===== src/rtl/tpu_map.svh =====
// register map, field positions, reset values and timing counts
// Functional notes
// - comparator output can feed capture channel zero
// - comparator routing withholds channel zero pin
// - clock select 1:1 picks external clock pin
// - external clock pin shareable with modulo timer
// - prescaler divides by 1 to 128
// - 16-bit counter, up or up/down
// - 16-bit modulus bounds the count range
// - modulus all zeros or ones runs free
// - counter readable without disturbing the count
// - any counter write resets the counter
// - channel is capture, compare or edge PWM
// - capture on rising, falling or either edge
// - compare match sets, clears or toggles output
// - PWM output polarity is selectable
// - center-aligned mode applies to all channels
// - channel interrupt plus overflow interrupt
// - after reset timer disabled, pin follows port settings
// - external clock synchronised to bus clock
// - timer-owned pin ignores port data settings
// - clock select: none, bus, fixed, external
// - overflow flag at wrap or turn down
`ifndef TPU_MAP_SVH
`define TPU_MAP_SVH
`define TPU_ADDR_SC      8'h00
`define TPU_ADDR_CNT     8'h04
`define TPU_ADDR_MOD     8'h08
`define TPU_ADDR_CHSC    8'h0c
`define TPU_ADDR_CHVAL   8'h10
`define TPU_ADDR_OPT2    8'h14
`define TPU_SC_FLAG      7
`define TPU_SC_TOIE      6
`define TPU_SC_CENTER_ALIGNED_PWM      5
`define TPU_SC_CLKS_HI   4
`define TPU_SC_CLKS_LO   3
`define TPU_SC_PS_HI     2
`define TPU_CH_FLAG      7
`define TPU_CH_IE        6
`define TPU_CH_MS_HI     5
`define TPU_CH_MS_LO     4
`define TPU_CH_ELS_HI    3
`define TPU_CH_ELS_LO    2
`define TPU_OPT2_COMPARATOR_TO_CAPTURE_SELECT    0
`define TPU_CLKS_NONE    2'h0
`define TPU_CLKS_BUS     2'h1
`define TPU_CLKS_FIXED   2'h2
`define TPU_CLKS_EXT     2'h3
`define TPU_RST_BYTE     8'h00
`define TPU_RST_WORD     16'h0000
`define TPU_CNT_FULL     16'hffff
`define TPU_PRESC_W      7
`endif


===== src/rtl/tpu_pkg.sv =====
// types shared by the timer and PWM unit
package tpu_pkg;
    typedef enum logic [1:0] {
        TPU_CH_CAPTURE,
        TPU_CH_COMPARE,
        TPU_CH_EPWM,
        TPU_CH_CENTER_ALIGNED_PWM
    } tpu_chmode_t;
endpackage


===== src/rtl/tpu_timer_pwm.sv =====
// timer and PWM unit, one channel, with AHB-Lite register slave
`timescale 1ns/1ps
`default_nettype none
`include "tpu_map.svh"
module tpu_timer_pwm (
    input  wire logic        ref_clk,      // bus clock
    input  wire logic        rst_n,        // async reset, active low
    input  wire logic        hsel,         // slave select
    input  wire logic [31:0] haddr,        // byte address
    input  wire logic [1:0]  htrans,       // transfer type
    input  wire logic        hwrite,       // write when high
    input  wire logic [2:0]  hsize,        // word only
    input  wire logic [31:0] hwdata,       // write data
    input  wire logic        hready,       // bus ready in
    output logic      [31:0] hrdata,       // read data
    output logic             hreadyout,    // slave ready
    output logic             hresp,        // always okay
    input  wire logic        ext_clk_pin,  // external count clock
    input  wire logic        fixed_clk,    // fixed system clock
    input  wire logic        cmp_out,      // analog comparator output
    input  wire logic        ch_pin_i,     // channel zero pin level
    output logic             ch_pin_o,     // channel zero pin drive
    output logic             ch_pin_oe,    // channel zero pin enable
    input  wire logic        port_data,    // general port data
    input  wire logic        port_dir,     // general port direction
    output logic             timer_owns,   // pin taken by timer
    output logic             ovf_irq,      // overflow interrupt
    output logic             ch_irq        // channel interrupt
);
    // ---------------- bus slave ----------------
    logic        ap_wr_r;
    logic        ap_rd_r;
    logic [7:0]  ap_addr_r;
    logic [31:0] hrdata_r;
    logic [31:0] rd_nxt;
    logic        addr_ok;
    logic        wr_sc;
    logic        wr_cnt;
    logic        wr_mod;
    logic        wr_chsc;
    logic        wr_chval;
    logic        wr_opt2;

    // timer state
    logic        flag_r;
    logic        flag_arm_r;
    logic        toie_r;
    logic        center_aligned_pwm_r;
    logic [1:0]  clks_r;
    logic [2:0]  ps_r;
    logic [15:0] cnt_r;
    logic        dn_r;
    logic [15:0] mod_r;
    logic [6:0]  pre_r;
    logic        chf_r;
    logic        chf_arm_r;
    logic        chie_r;
    logic [1:0]  ms_r;
    logic [1:0]  els_r;
    logic [15:0] chbuf_r;
    logic [15:0] chval_r;
    logic        chout_r;
    logic        comparator_to_capture_select_r;

    // synchronisers
    logic [1:0]  ext_s_r;
    logic        ext_d_r;
    logic [1:0]  fix_s_r;
    logic        fix_d_r;
    logic [1:0]  pin_s_r;
    logic [1:0]  cmp_s_r;
    logic        cap_d_r;

    logic        src_tick;
    logic        tick;
    logic [15:0] top;
    logic        ovf_evt;
    logic        cap_in;
    logic        cap_evt;
    logic        cmp_evt;
    logic        pwm_on;
    tpu_pkg::tpu_chmode_t chmode;

    function automatic logic [6:0] presc_mask(input logic [2:0] ps);
        presc_mask = 7'((8'h01 << ps) - 8'h01);
    endfunction

    function automatic logic [15:0] top_of(input logic [15:0] m);
        if (m == `TPU_RST_WORD || m == `TPU_CNT_FULL) begin
            top_of = `TPU_CNT_FULL;
        end else begin
            top_of = m;
        end
    endfunction

    assign hreadyout = 1'b1;
    assign hresp     = 1'b0;
    assign hrdata    = hrdata_r;

    always_ff @(posedge ref_clk or negedge rst_n) begin
        if (!rst_n) begin
            ap_wr_r   <= 1'b0;
            ap_rd_r   <= 1'b0;
            ap_addr_r <= `TPU_RST_BYTE;
        end else if (hready) begin
            ap_wr_r   <= hsel && htrans[1] && hwrite;
            ap_rd_r   <= hsel && htrans[1] && !hwrite;
            ap_addr_r <= haddr[7:0];
        end
    end

    assign addr_ok  = (haddr[31:8] == 24'h000000);
    assign wr_sc    = ap_wr_r && ap_addr_r == `TPU_ADDR_SC;
    assign wr_cnt   = ap_wr_r && ap_addr_r == `TPU_ADDR_CNT;
    assign wr_mod   = ap_wr_r && ap_addr_r == `TPU_ADDR_MOD;
    assign wr_chsc  = ap_wr_r && ap_addr_r == `TPU_ADDR_CHSC;
    assign wr_chval = ap_wr_r && ap_addr_r == `TPU_ADDR_CHVAL;
    assign wr_opt2  = ap_wr_r && ap_addr_r == `TPU_ADDR_OPT2;

    // read data is sampled at the address phase; unmapped reads give zero
    always_comb begin
        rd_nxt = 32'h00000000;
        if (addr_ok) begin
            case (haddr[7:0])
                `TPU_ADDR_SC:    rd_nxt = {24'h000000, flag_r, toie_r,
                                           center_aligned_pwm_r, clks_r, ps_r};
                `TPU_ADDR_CNT:   rd_nxt = {16'h0000, cnt_r};
                `TPU_ADDR_MOD:   rd_nxt = {16'h0000, mod_r};
                `TPU_ADDR_CHSC:  rd_nxt = {24'h000000, chf_r, chie_r,
                                           ms_r, els_r, 2'h0};
                `TPU_ADDR_CHVAL: rd_nxt = {16'h0000, chval_r};
                `TPU_ADDR_OPT2:  rd_nxt = {31'h00000000, comparator_to_capture_select_r};
                default:         rd_nxt = 32'h00000000;
            endcase
        end
    end

    always_ff @(posedge ref_clk or negedge rst_n) begin
        if (!rst_n) begin
            hrdata_r <= 32'h00000000;
        end else if (hready && hsel && htrans[1] && !hwrite) begin
            hrdata_r <= rd_nxt;
        end
    end

    // ---------------- control registers ----------------
    always_ff @(posedge ref_clk or negedge rst_n) begin
        if (!rst_n) begin
            toie_r <= 1'b0;
            center_aligned_pwm_r <= 1'b0;
            clks_r <= `TPU_CLKS_NONE;
            ps_r   <= 3'h0;
            mod_r  <= `TPU_RST_WORD;
            chie_r <= 1'b0;
            ms_r   <= 2'h0;
            els_r  <= 2'h0;
            comparator_to_capture_select_r <= 1'b0;
        end else begin
            if (wr_sc) begin
                toie_r <= hwdata[`TPU_SC_TOIE];
                center_aligned_pwm_r <= hwdata[`TPU_SC_CENTER_ALIGNED_PWM];
                clks_r <= hwdata[`TPU_SC_CLKS_HI:`TPU_SC_CLKS_LO];
                ps_r   <= hwdata[`TPU_SC_PS_HI:0];
            end
            if (wr_mod) begin
                mod_r <= hwdata[15:0];
            end
            if (wr_chsc) begin
                chie_r <= hwdata[`TPU_CH_IE];
                ms_r   <= hwdata[`TPU_CH_MS_HI:`TPU_CH_MS_LO];
                els_r  <= hwdata[`TPU_CH_ELS_HI:`TPU_CH_ELS_LO];
            end
            if (wr_opt2) begin
                comparator_to_capture_select_r <= hwdata[`TPU_OPT2_COMPARATOR_TO_CAPTURE_SELECT];
            end
        end
    end

    // ---------------- clock source and prescaler ----------------
    // the external pin is only sampled here, so a modulo timer elsewhere
    // may watch the same pin at the same time
    always_ff @(posedge ref_clk or negedge rst_n) begin
        if (!rst_n) begin
            ext_s_r <= 2'h0;
            ext_d_r <= 1'b0;
            fix_s_r <= 2'h0;
            fix_d_r <= 1'b0;
        end else begin
            ext_s_r <= {ext_s_r[0], ext_clk_pin};
            ext_d_r <= ext_s_r[1];
            fix_s_r <= {fix_s_r[0], fixed_clk};
            fix_d_r <= fix_s_r[1];
        end
    end

    always_comb begin
        case (clks_r)
            `TPU_CLKS_BUS:   src_tick = 1'b1;
            `TPU_CLKS_FIXED: src_tick = fix_s_r[1] && !fix_d_r;
            `TPU_CLKS_EXT:   src_tick = ext_s_r[1] && !ext_d_r;
            default:         src_tick = 1'b0;
        endcase
    end

    // one pulse per 2^ps source edges
    assign tick = src_tick &&
                  ((pre_r & presc_mask(ps_r)) == presc_mask(ps_r));

    always_ff @(posedge ref_clk or negedge rst_n) begin
        if (!rst_n) begin
            pre_r <= 7'h00;
        end else if (wr_cnt) begin
            pre_r <= 7'h00;
        end else if (src_tick) begin
            pre_r <= pre_r + 7'h01;
        end
    end

    // ---------------- counter ----------------
    assign top = top_of(mod_r);
    assign ovf_evt = tick && !wr_cnt && cnt_r == top &&
                     (!center_aligned_pwm_r || !dn_r);

    always_ff @(posedge ref_clk or negedge rst_n) begin
        if (!rst_n) begin
            cnt_r <= `TPU_RST_WORD;
            dn_r  <= 1'b0;
        end else if (wr_cnt) begin
            cnt_r <= `TPU_RST_WORD;
            dn_r  <= 1'b0;
        end else if (tick) begin
            if (!center_aligned_pwm_r) begin
                dn_r  <= 1'b0;
                cnt_r <= (cnt_r == top) ? `TPU_RST_WORD : cnt_r + 16'h0001;
            end else if (dn_r) begin
                if (cnt_r == `TPU_RST_WORD) begin
                    dn_r  <= 1'b0;
                    cnt_r <= cnt_r + 16'h0001;
                end else begin
                    cnt_r <= cnt_r - 16'h0001;
                end
            end else if (cnt_r == top) begin
                dn_r  <= 1'b1;
                cnt_r <= cnt_r - 16'h0001;
            end else begin
                cnt_r <= cnt_r + 16'h0001;
            end
        end
    end

    // overflow flag: read while set arms the clear; a new overflow
    // disarms the clear, so the second event is never lost
    always_ff @(posedge ref_clk or negedge rst_n) begin
        if (!rst_n) begin
            flag_r     <= 1'b0;
            flag_arm_r <= 1'b0;
        end else if (ovf_evt) begin
            flag_r     <= 1'b1;
            flag_arm_r <= 1'b0;
        end else begin
            if (hready && hsel && htrans[1] && !hwrite &&
                haddr[7:0] == `TPU_ADDR_SC && flag_r) begin
                flag_arm_r <= 1'b1;
            end
            if (wr_sc && !hwdata[`TPU_SC_FLAG] && flag_arm_r) begin
                flag_r     <= 1'b0;
                flag_arm_r <= 1'b0;
            end
        end
    end

    // ---------------- channel zero ----------------
    always_comb begin
        if (center_aligned_pwm_r) begin
            chmode = tpu_pkg::TPU_CH_CENTER_ALIGNED_PWM;
        end else if (ms_r[1]) begin
            chmode = tpu_pkg::TPU_CH_EPWM;
        end else if (ms_r[0]) begin
            chmode = tpu_pkg::TPU_CH_COMPARE;
        end else begin
            chmode = tpu_pkg::TPU_CH_CAPTURE;
        end
    end

    always_ff @(posedge ref_clk or negedge rst_n) begin
        if (!rst_n) begin
            pin_s_r <= 2'h0;
            cmp_s_r <= 2'h0;
            cap_d_r <= 1'b0;
        end else begin
            pin_s_r <= {pin_s_r[0], ch_pin_i};
            cmp_s_r <= {cmp_s_r[0], cmp_out};
            cap_d_r <= cap_in;
        end
    end

    assign cap_in = comparator_to_capture_select_r ? cmp_s_r[1] : pin_s_r[1];
    assign cap_evt = chmode == tpu_pkg::TPU_CH_CAPTURE && !wr_cnt &&
                     ((els_r[0] && cap_in && !cap_d_r) ||
                      (els_r[1] && !cap_in && cap_d_r));
    assign cmp_evt = chmode == tpu_pkg::TPU_CH_COMPARE && tick &&
                     !wr_cnt && cnt_r == chval_r;
    // active phase while below the duty value, both PWM kinds
    assign pwm_on  = cnt_r < chval_r;

    // pwm duty is buffered and taken at the overflow so no glitch
    // cycle appears when software changes it mid-period
    always_ff @(posedge ref_clk or negedge rst_n) begin
        if (!rst_n) begin
            chbuf_r <= `TPU_RST_WORD;
            chval_r <= `TPU_RST_WORD;
        end else begin
            if (wr_chval) begin
                chbuf_r <= hwdata[15:0];
            end
            if (cap_evt) begin
                chval_r <= cnt_r;
            end else if (chmode == tpu_pkg::TPU_CH_COMPARE && wr_chval) begin
                chval_r <= hwdata[15:0];
            end else if (chmode[1] && (ovf_evt || clks_r == 2'h0)) begin
                chval_r <= chbuf_r;
            end
        end
    end

    always_ff @(posedge ref_clk or negedge rst_n) begin
        if (!rst_n) begin
            chout_r <= 1'b0;
        end else if (chmode[1]) begin
            chout_r <= pwm_on ^ els_r[0];
        end else if (cmp_evt) begin
            case (els_r)
                2'h1:    chout_r <= !chout_r;
                2'h2:    chout_r <= 1'b0;
                2'h3:    chout_r <= 1'b1;
                default: chout_r <= chout_r;
            endcase
        end
    end

    always_ff @(posedge ref_clk or negedge rst_n) begin
        if (!rst_n) begin
            chf_r     <= 1'b0;
            chf_arm_r <= 1'b0;
        end else if (cap_evt || cmp_evt ||
                     (chmode[1] && tick && cnt_r == chval_r)) begin
            chf_r     <= 1'b1;
            chf_arm_r <= 1'b0;
        end else begin
            if (hready && hsel && htrans[1] && !hwrite &&
                haddr[7:0] == `TPU_ADDR_CHSC && chf_r) begin
                chf_arm_r <= 1'b1;
            end
            if (wr_chsc && !hwdata[`TPU_CH_FLAG] && chf_arm_r) begin
                chf_r     <= 1'b0;
                chf_arm_r <= 1'b0;
            end
        end
    end

    // ---------------- pins and interrupts ----------------
    // comparator routing takes the pin away from the timer entirely
    assign timer_owns = !comparator_to_capture_select_r && els_r != 2'h0;
    assign ch_pin_oe  = timer_owns ?
                        chmode != tpu_pkg::TPU_CH_CAPTURE : port_dir;
    assign ch_pin_o   = timer_owns ? chout_r : port_data;
    assign ovf_irq    = flag_r && toie_r;
    assign ch_irq     = chf_r && chie_r;

    // ---------------- assertions ----------------
    property p_comparator_to_capture_select_pin;
        @(posedge ref_clk) disable iff (!rst_n)
        comparator_to_capture_select_r |-> !timer_owns && ch_pin_oe == port_dir;
    endproperty
    a_comparator_to_capture_select_pin: assert property (p_comparator_to_capture_select_pin)
        else $error("pin kept by timer under comparator routing");

    property p_no_clock;
        @(posedge ref_clk) disable iff (!rst_n)
        clks_r == 2'h0 && !wr_cnt |=> $stable(cnt_r);
    endproperty
    a_no_clock: assert property (p_no_clock)
        else $error("counter moved with no clock selected");

    property p_wrap;
        @(posedge ref_clk) disable iff (!rst_n)
        tick && !center_aligned_pwm_r && !wr_cnt && cnt_r == top
        |=> cnt_r == 16'h0000 && flag_r;
    endproperty
    a_wrap: assert property (p_wrap)
        else $error("no wrap to zero with flag at modulus");

    property p_cnt_write;
        @(posedge ref_clk) disable iff (!rst_n)
        wr_cnt |=> cnt_r == 16'h0000;
    endproperty
    a_cnt_write: assert property (p_cnt_write)
        else $error("counter write did not clear the count");

    property p_free_run;
        @(posedge ref_clk) disable iff (!rst_n)
        mod_r == 16'h0000 && !center_aligned_pwm_r && tick && !wr_cnt &&
        cnt_r != 16'hffff |=> cnt_r == $past(cnt_r) + 16'h0001;
    endproperty
    a_free_run: assert property (p_free_run)
        else $error("zero modulus did not run free");

    property p_div_two;
        @(posedge ref_clk) disable iff (!rst_n)
        clks_r == 2'h1 && ps_r == 3'h1 && tick && !wr_cnt && !wr_sc
        ##1 !wr_sc && !wr_cnt |-> !tick ##1 tick;
    endproperty
    a_div_two: assert property (p_div_two)
        else $error("divide by two spacing wrong");

    property p_capture;
        @(posedge ref_clk) disable iff (!rst_n)
        cap_evt |=> chval_r == $past(cnt_r) && chf_r;
    endproperty
    a_capture: assert property (p_capture)
        else $error("capture did not latch count and flag");

    property p_idle_pin;
        @(posedge ref_clk) disable iff (!rst_n)
        els_r == 2'h0 |-> ch_pin_oe == port_dir && ch_pin_o == port_data;
    endproperty
    a_idle_pin: assert property (p_idle_pin)
        else $error("unused channel did not release the pin");
endmodule
`default_nettype wire


===== config.mk =====
export PLATFORM = sky130hd
export DESIGN_NAME = tpu_timer_pwm
export DESIGN_NICKNAME = d
export VERILOG_FILES = /design/src/rtl/tpu_pkg.sv /design/src/rtl/tpu_timer_pwm.sv
export VERILOG_INCLUDE_DIRS = /design/src /design/src/rtl
export SDC_FILE = /design/constraint.sdc
export NUM_CORES = 1
export LEC_CHECK = 0
export ABC_AREA = 1
export BUFFER_PORTS_ARGS = -buffer_cell sky130_fd_sc_hd__buf_2
export CORE_ASPECT_RATIO = 0.9
export CORE_UTILIZATION = 63
export DETAILED_ROUTE_END_ITERATION = 8
export PLACE_DENSITY_LB_ADDON = 0.12
export SLEW_MARGIN = 20
export SYNTH_ARGS = -nofsm -noshare
export SYNTH_HDL_FRONTEND = slang
export SYNTH_SLANG_ARGS = --single-unit

===== constraint.sdc =====
create_clock -name ref_clk -period 5.2 [get_ports ref_clk]
set_input_delay 0.78 -clock ref_clk [delete_from_list [all_inputs] [get_ports ref_clk]]
set_output_delay 0.78 -clock ref_clk [all_outputs]
set_load 0.01 [all_outputs]

Word level (Yosys, flattened, before mapping):

Cells that the tools add are included.

* muxes and demuxes: 41
* $add $sub $neg: 4
* shift operators: 1
* equal/unequal tests: 21
* reductions and logical operators: 77
* bitwise operators: 2
* magnitude comparators: 1

Operators with widths (count)
* $mux 16: 11
* $pmux 16 s6: 1
* $logic_and 1x1->1: 41
* $eq 16x16->1: 2
* $eq 8x4->1 const B: 4
* $eq 8x5->1 const B: 4
* $logic_not 16->1: 2
* $mux 32: 1
* $logic_not 24->1: 1
* $mux 1: 22
* $add 16x1->16 const B: 1
* $eq 16x16->1 const B: 1
* $eq 8x3->1 const B: 2
* $logic_not 8->1: 2
* $lt 16x16->1: 1
* $sub 16x1->16 const B: 1
* $mux 7: 2
* $reduce_bool 2->1: 7
* $logic_not 1->1: 11
* $reduce_bool 3->1: 3
* $eq 2x2->1 const B: 4
* $add 7x1->7 const B: 1
* $and 7x7->7: 1
* $eq 7x7->1: 1
* 10 further kinds: 20

* logic and storage cells: 176
* input bits: 80
* bits in registers: 142

Longest topological paths before layout:

* depth in word-level cells: 13
* mapped depth: 19

Worst setup path after synthesis:

OpenSTA, ideal clock, no wires.

* kind: input port to flip-flop
* from: input port haddr[1]
* to: register hrdata_r[10], in the netlist hrdata[10]
* path slack: 2.957 ns
* buffers on the path: 1
* stages: 8
* setup time: 0.134 ns
* data arrival time: 2.110 ns
* path through: nor2_1 nand2_1 nor2_1 nand2_1 nand3_1 o311ai_1 clkbuf_1 o21ai_0

* cells in the longest elaborated chain, start to end: 3
* elaborated cells on any way between the ends: 8
* those cells by class: eq/ne (5); mux (2); reduce/logical (1)

RTL lines
* from (decl): RTL line tpu_timer_pwm.sv:9 `input wire logic [31:0] haddr,`
* $eq 8x5->1, or another cell as far along: RTL line tpu_timer_pwm.sv:124 `case (haddr[7:0])`
* $pmux 16 s6 *: RTL line tpu_timer_pwm.sv:124
* $mux 32 *: RTL line tpu_timer_pwm.sv:123 `if (addr_ok) begin`
* to (signal assigned): RTL line tpu_timer_pwm.sv:142 `hrdata_r <= rd_nxt;`
* to (decl): RTL line tpu_timer_pwm.sv:34 `logic [31:0] hrdata_r;`

Mark *: on every way between the ends. The rest lies on a longest branch, timed or not.
A chain may end at the register's enable or synchronous reset.

Worst setup path after layout:

* from: register ps_r[0]
* to: register chval_r[5]

* cells in the longest elaborated chain, start to end: 11

RTL lines
* from (decl): RTL line tpu_timer_pwm.sv:50 `logic [2:0] ps_r;`
* from (signal assigned): RTL line tpu_timer_pwm.sv:163 `` ps_r <= hwdata[`TPU_SC_PS_HI:0]; ``
* $shl 1x3->7 *: RTL line tpu_timer_pwm.sv:85 `presc_mask = 7'((8'h01 << ps) - 8'h01);`
* $sub 7x1->7 *: RTL line tpu_timer_pwm.sv:85
* $and 7x7->7: RTL line tpu_timer_pwm.sv:207 `((pre_r & presc_mask(ps_r)) == presc_mask(ps_r));`
* $eq 7x7->1 *: RTL line tpu_timer_pwm.sv:207
* $logic_and 1x1->1 *: RTL line tpu_timer_pwm.sv:206 `assign tick = src_tick &&`
* $logic_and 1x1->1 * (3 in series): RTL line tpu_timer_pwm.sv:221 `assign ovf_evt = tick && !wr_cnt && cnt_r == top &&`
* $logic_or 1x1->1 *: RTL line tpu_timer_pwm.sv:320 `end else if (chmode[1] && (ovf_evt || clks_r == 2'h0)) begin`
* $logic_and 1x1->1 *: RTL line tpu_timer_pwm.sv:320
* $reduce_bool 3->1 (no source line) *
* to (signal assigned): RTL line tpu_timer_pwm.sv:317 `chval_r <= cnt_r;`
* to (signal assigned): RTL line tpu_timer_pwm.sv:319 `chval_r <= hwdata[15:0];`
* to (signal assigned): RTL line tpu_timer_pwm.sv:321 `chval_r <= chbuf_r;`
* to (decl): RTL line tpu_timer_pwm.sv:61 `logic [15:0] chval_r;`

Marks and branches as above.

==> qor.txt <==
Status -> finished clean
Share of post-route cells with drive strength above 1 -> 0.1512
Die height -> 110.8 um
Largest net degree at the start of global routing -> 60
Critical path required time -> 5.57 ns
Fill cell count -> 1,043
CTS buffer count -> 17
Synthesized area per cell -> 7.339 sq um
Post-layout min period -> 2.927 ns
DRC Markers -> 0
Switching component of the power -> 0.9137 mW
Startpoint Class -> flip-flop
Postcts setup bufs -> 0
Setup ws final -> 2.273 ns
Rows -> 39
Total negative setup slack -> 0 ns
Commonest non-fill, non-tap cells in the layout -> nand2_1 (245), inv_1 (140), dfrtp_1 (126), nor2_1 (107), o21ai_0 (93)
Initial antenna violation count -> 0
Internal -> 1.933 mW
Clock power frac -> 0.419
Insertion delay to the later sink of the worst-skew pair -> 0.43 ns
I/O pins -> 119
Total Routing Usage GR -> 0.3778
Yosys cell types -> 50
Combinational power share -> 0.169
#FFs+latches synth -> 126
PwrDens -> 308.3 nW/um^2
Vias in the first global route -> 7,450
TritonRoute pass-1 iters -> 5
Worst-margin pin slew -> 1.106 ns
Nets -> 1,292
Reg power frac -> 0.412
LEAKAGE -> 5.042 nW
CTS tree -> done
Hold Slack -> 0.3600 ns
Pre-CTS setup slack -> 2.306 ns
DR vias/cell -> 5.992
CTS H-Tree Depth -> 4
Area of the multi-input gates -> 4267 sq um
Highest clock rate -> 341.6 MHz
Initial Util -> 0.6506
Final Hold Viols -> 0
Slowest stage cell, crit path -> dfrtp_1
CTS root buf -> clkbuf_16
Most common cell on crit path -> nand2_1
Total core area -> 12,740 sq um
Congestion Overflow GR -> 0
Final worst-path cycle share -> 0.5629
Routed wire length -> 24.19 mm
Global placer's final weighted congestion -> 0.9650
Synth warnings -> 0
Worst-path cell chain -> nor2_1 > nand2_1 > ha_1 > o22ai_1 > nor4_1 > nand2_1 > nor2_4 > nand4_2 > nand2_2 > nand2_4 > nand2_8 > nand2_1 > nand2_1
DP HPWL -> 17.98 mm
Kind of critical path -> reg -> reg
Seq/Total Area, Yosys -> 0.3805
CTS resizes -> 0
Storage element area -> 3153 sq um
Setup-failing EPs final -> 0
RSZ-0062 raised after global routing -> no
Clk pin slew, worst setup/hold paths -> 0.07 ns
Netlist Area Pre-Place -> 8285 sq um
Commonest non-fill, non-tap cell in the layout -> nand2_1
Switch share -> 0.3210
Crit. End Element -> flip-flop
Slowest stage delay, CP -> 0.44 ns
Largest fanout on the critical path -> 17
VDD IR-drop max -> 0.3380 mV
Area Overhead vs Synth -> 11.45%
# hold bufs at CTS -> 0
Max-cap viol count -> 0
DR iter-0 viols -> 886
CP arrival -> 3.30 ns
Die area -> 13,620 sq um
Sink Count -> 126
Clk buf depth -> 2
Port bufs -> 80
Die W -> 122.9 um
Vias after detailed routing -> 8,203
DR WL/cell -> 17.67 um
Slew margin rel. -> 0.2626
Slew Viols, Final -> 0
First-pass GRT wire length -> 38.57 mm
Hold crit path type -> reg -> reg
ANT nets after route -> 0
Layout Skew -> 0.009324 ns
Cells after Synth -> 1,129
==> stage by stage <==
step / power (mW) / area, sq um / util / instances
floorplan: 1.498 / 8346 / - / 1145
global placement: 1.633 / 8633 / 0.6779 / 1336
detailed placement: 1.653 / 8633 / 0.6779 / 1336
CTS: 2.840 / 9226 / 0.7244 / 1368
global route: 2.979 / 9231 / 0.7248 / 1368
finish: 2.847 / 9234 / 0.7250 / 1369
==> final cells by class <==
type | instances | area share
Multi-Input combinational cell | 810 | 0.4621
Sequential cell | 126 | 0.3415
Tap cell | 164 | 0.02222
Clock inverter | 15 | 0.01816
Clock buffer | 17 | 0.04607
Timing Repair Buffer | 86 | 0.04851
Antenna cell | 1 | 0.0002710
Inverter | 150 | 0.06125
==> power groups by stage <==
stage / clock (mW) / sequential [mW] / combinational (mW)
after floorplan: 0 / 1.15 / 0.343
after global placement: 0 / 1.18 / 0.454
after detailed placement: 0 / 1.18 / 0.469
after CTS: 1.20 / 1.17 / 0.474
after global routing: 1.25 / 1.18 / 0.551
final: 1.19 / 1.17 / 0.482
==> synth_stat cells (all sizes together) <==
master | n | area (sq um)
a211oi | 4 | 30.03
xor2 | 20 | 175.2
or2 | 1 | 6.260
dfrtp | 126 | 3153
o21bai | 2 | 15.01
a2111oi | 1 | 8.760
mux2i | 1 | 10.01
nand4 | 36 | 275.3
nor4 | 14 | 117.6
o21ai | 118 | 590.6
clkbuf | 28 | 115.1
a21boi | 2 | 15.01
xnor2 | 1 | 8.760
o211ai | 20 | 195.2
o311ai | 1 | 8.760
nor3 | 24 | 131.4
nor4b | 1 | 8.760
mux2 | 2 | 22.52
a21oi | 40 | 204.0
nor2 | 118 | 480.5
a221oi | 2 | 17.52
o22ai | 24 | 150.1
o22a | 2 | 17.52
conb | 2 | 7.510
ha | 21 | 262.8
clkinv | 1 | 3.750
nand3 | 71 | 367.9
inv | 149 | 561.8
and3 | 1 | 6.260
a31oi | 3 | 18.77
buf | 31 | 255.2
nand2 | 262 | 1045
==> worst max-delay path, delay by kind of cell, from the launching register on <==
kind	cells	cell delay, ns
simple gates	11	2.01
fa+ha+maj	1	0.29
compound gates	1	0.09
flops	1	0.44
==> final timing paths <==
path	start	to	slack [ns]	cells after the start
max in group asynchronous	rst_n	chval_r[1]	3.76	2
worst min register to register	pin_s_r[0]	pin_s_r[1]	0.36	0
worst min-delay path	pin_s_r[0]	pin_s_r[1]	0.36	0
min in group asynchronous	rst_n	toie_r	0.41	1
worst max register to register	ps_r[0]	chval_r[5]	2.27	13
worst max-delay path	ps_r[0]	chval_r[5]	2.27	13
==> cells by family (layout without fill, tap and decap cells) <==
| family | after synthesis | after routing | share of synthesized area |
|---|---|---|---|
| AO/OA/AOI/OAI | 219 | 219 | 0.1534 |
| XOR/XNOR | 21 | 21 | 0.02220 |
| adder cells (fa/ha/maj) | 21 | 21 | 0.03171 |
| buffers and inverters | 209 | 268 | 0.1130 |
| flip-flops | 126 | 126 | 0.3805 |
| multiplexers | 3 | 3 | 0.003926 |
| other | 2 | 19 | 0.0009064 |
| AND/OR/NAND/NOR | 528 | 528 | 0.2943 |
==> per-layer routing <==
metal  vias to the layer above  global-route usage  share of wire
met3                        59              0.1229           0.13
met4                         0              0.1293          0.027
met1                      3835              0.5356           0.42
met5                         -                   0              0
met2                       473              0.5404           0.43
li1                       3836                   -              -
==> registers in the layout, summed over array words and instances (netlist names), 2 cells and up <==
name	count
ap_addr_r	8
chbuf_r	16
chval_r	16
clks_r	2
cmp_s_r	2
cnt_r	16
els_r	2
ext_s_r	2
fix_s_r	2
hrdata	16
mod_r	16
ms_r	2
pin_s_r	2
pre_r	7
ps_r	3
(Power assumes the default switching activity.)
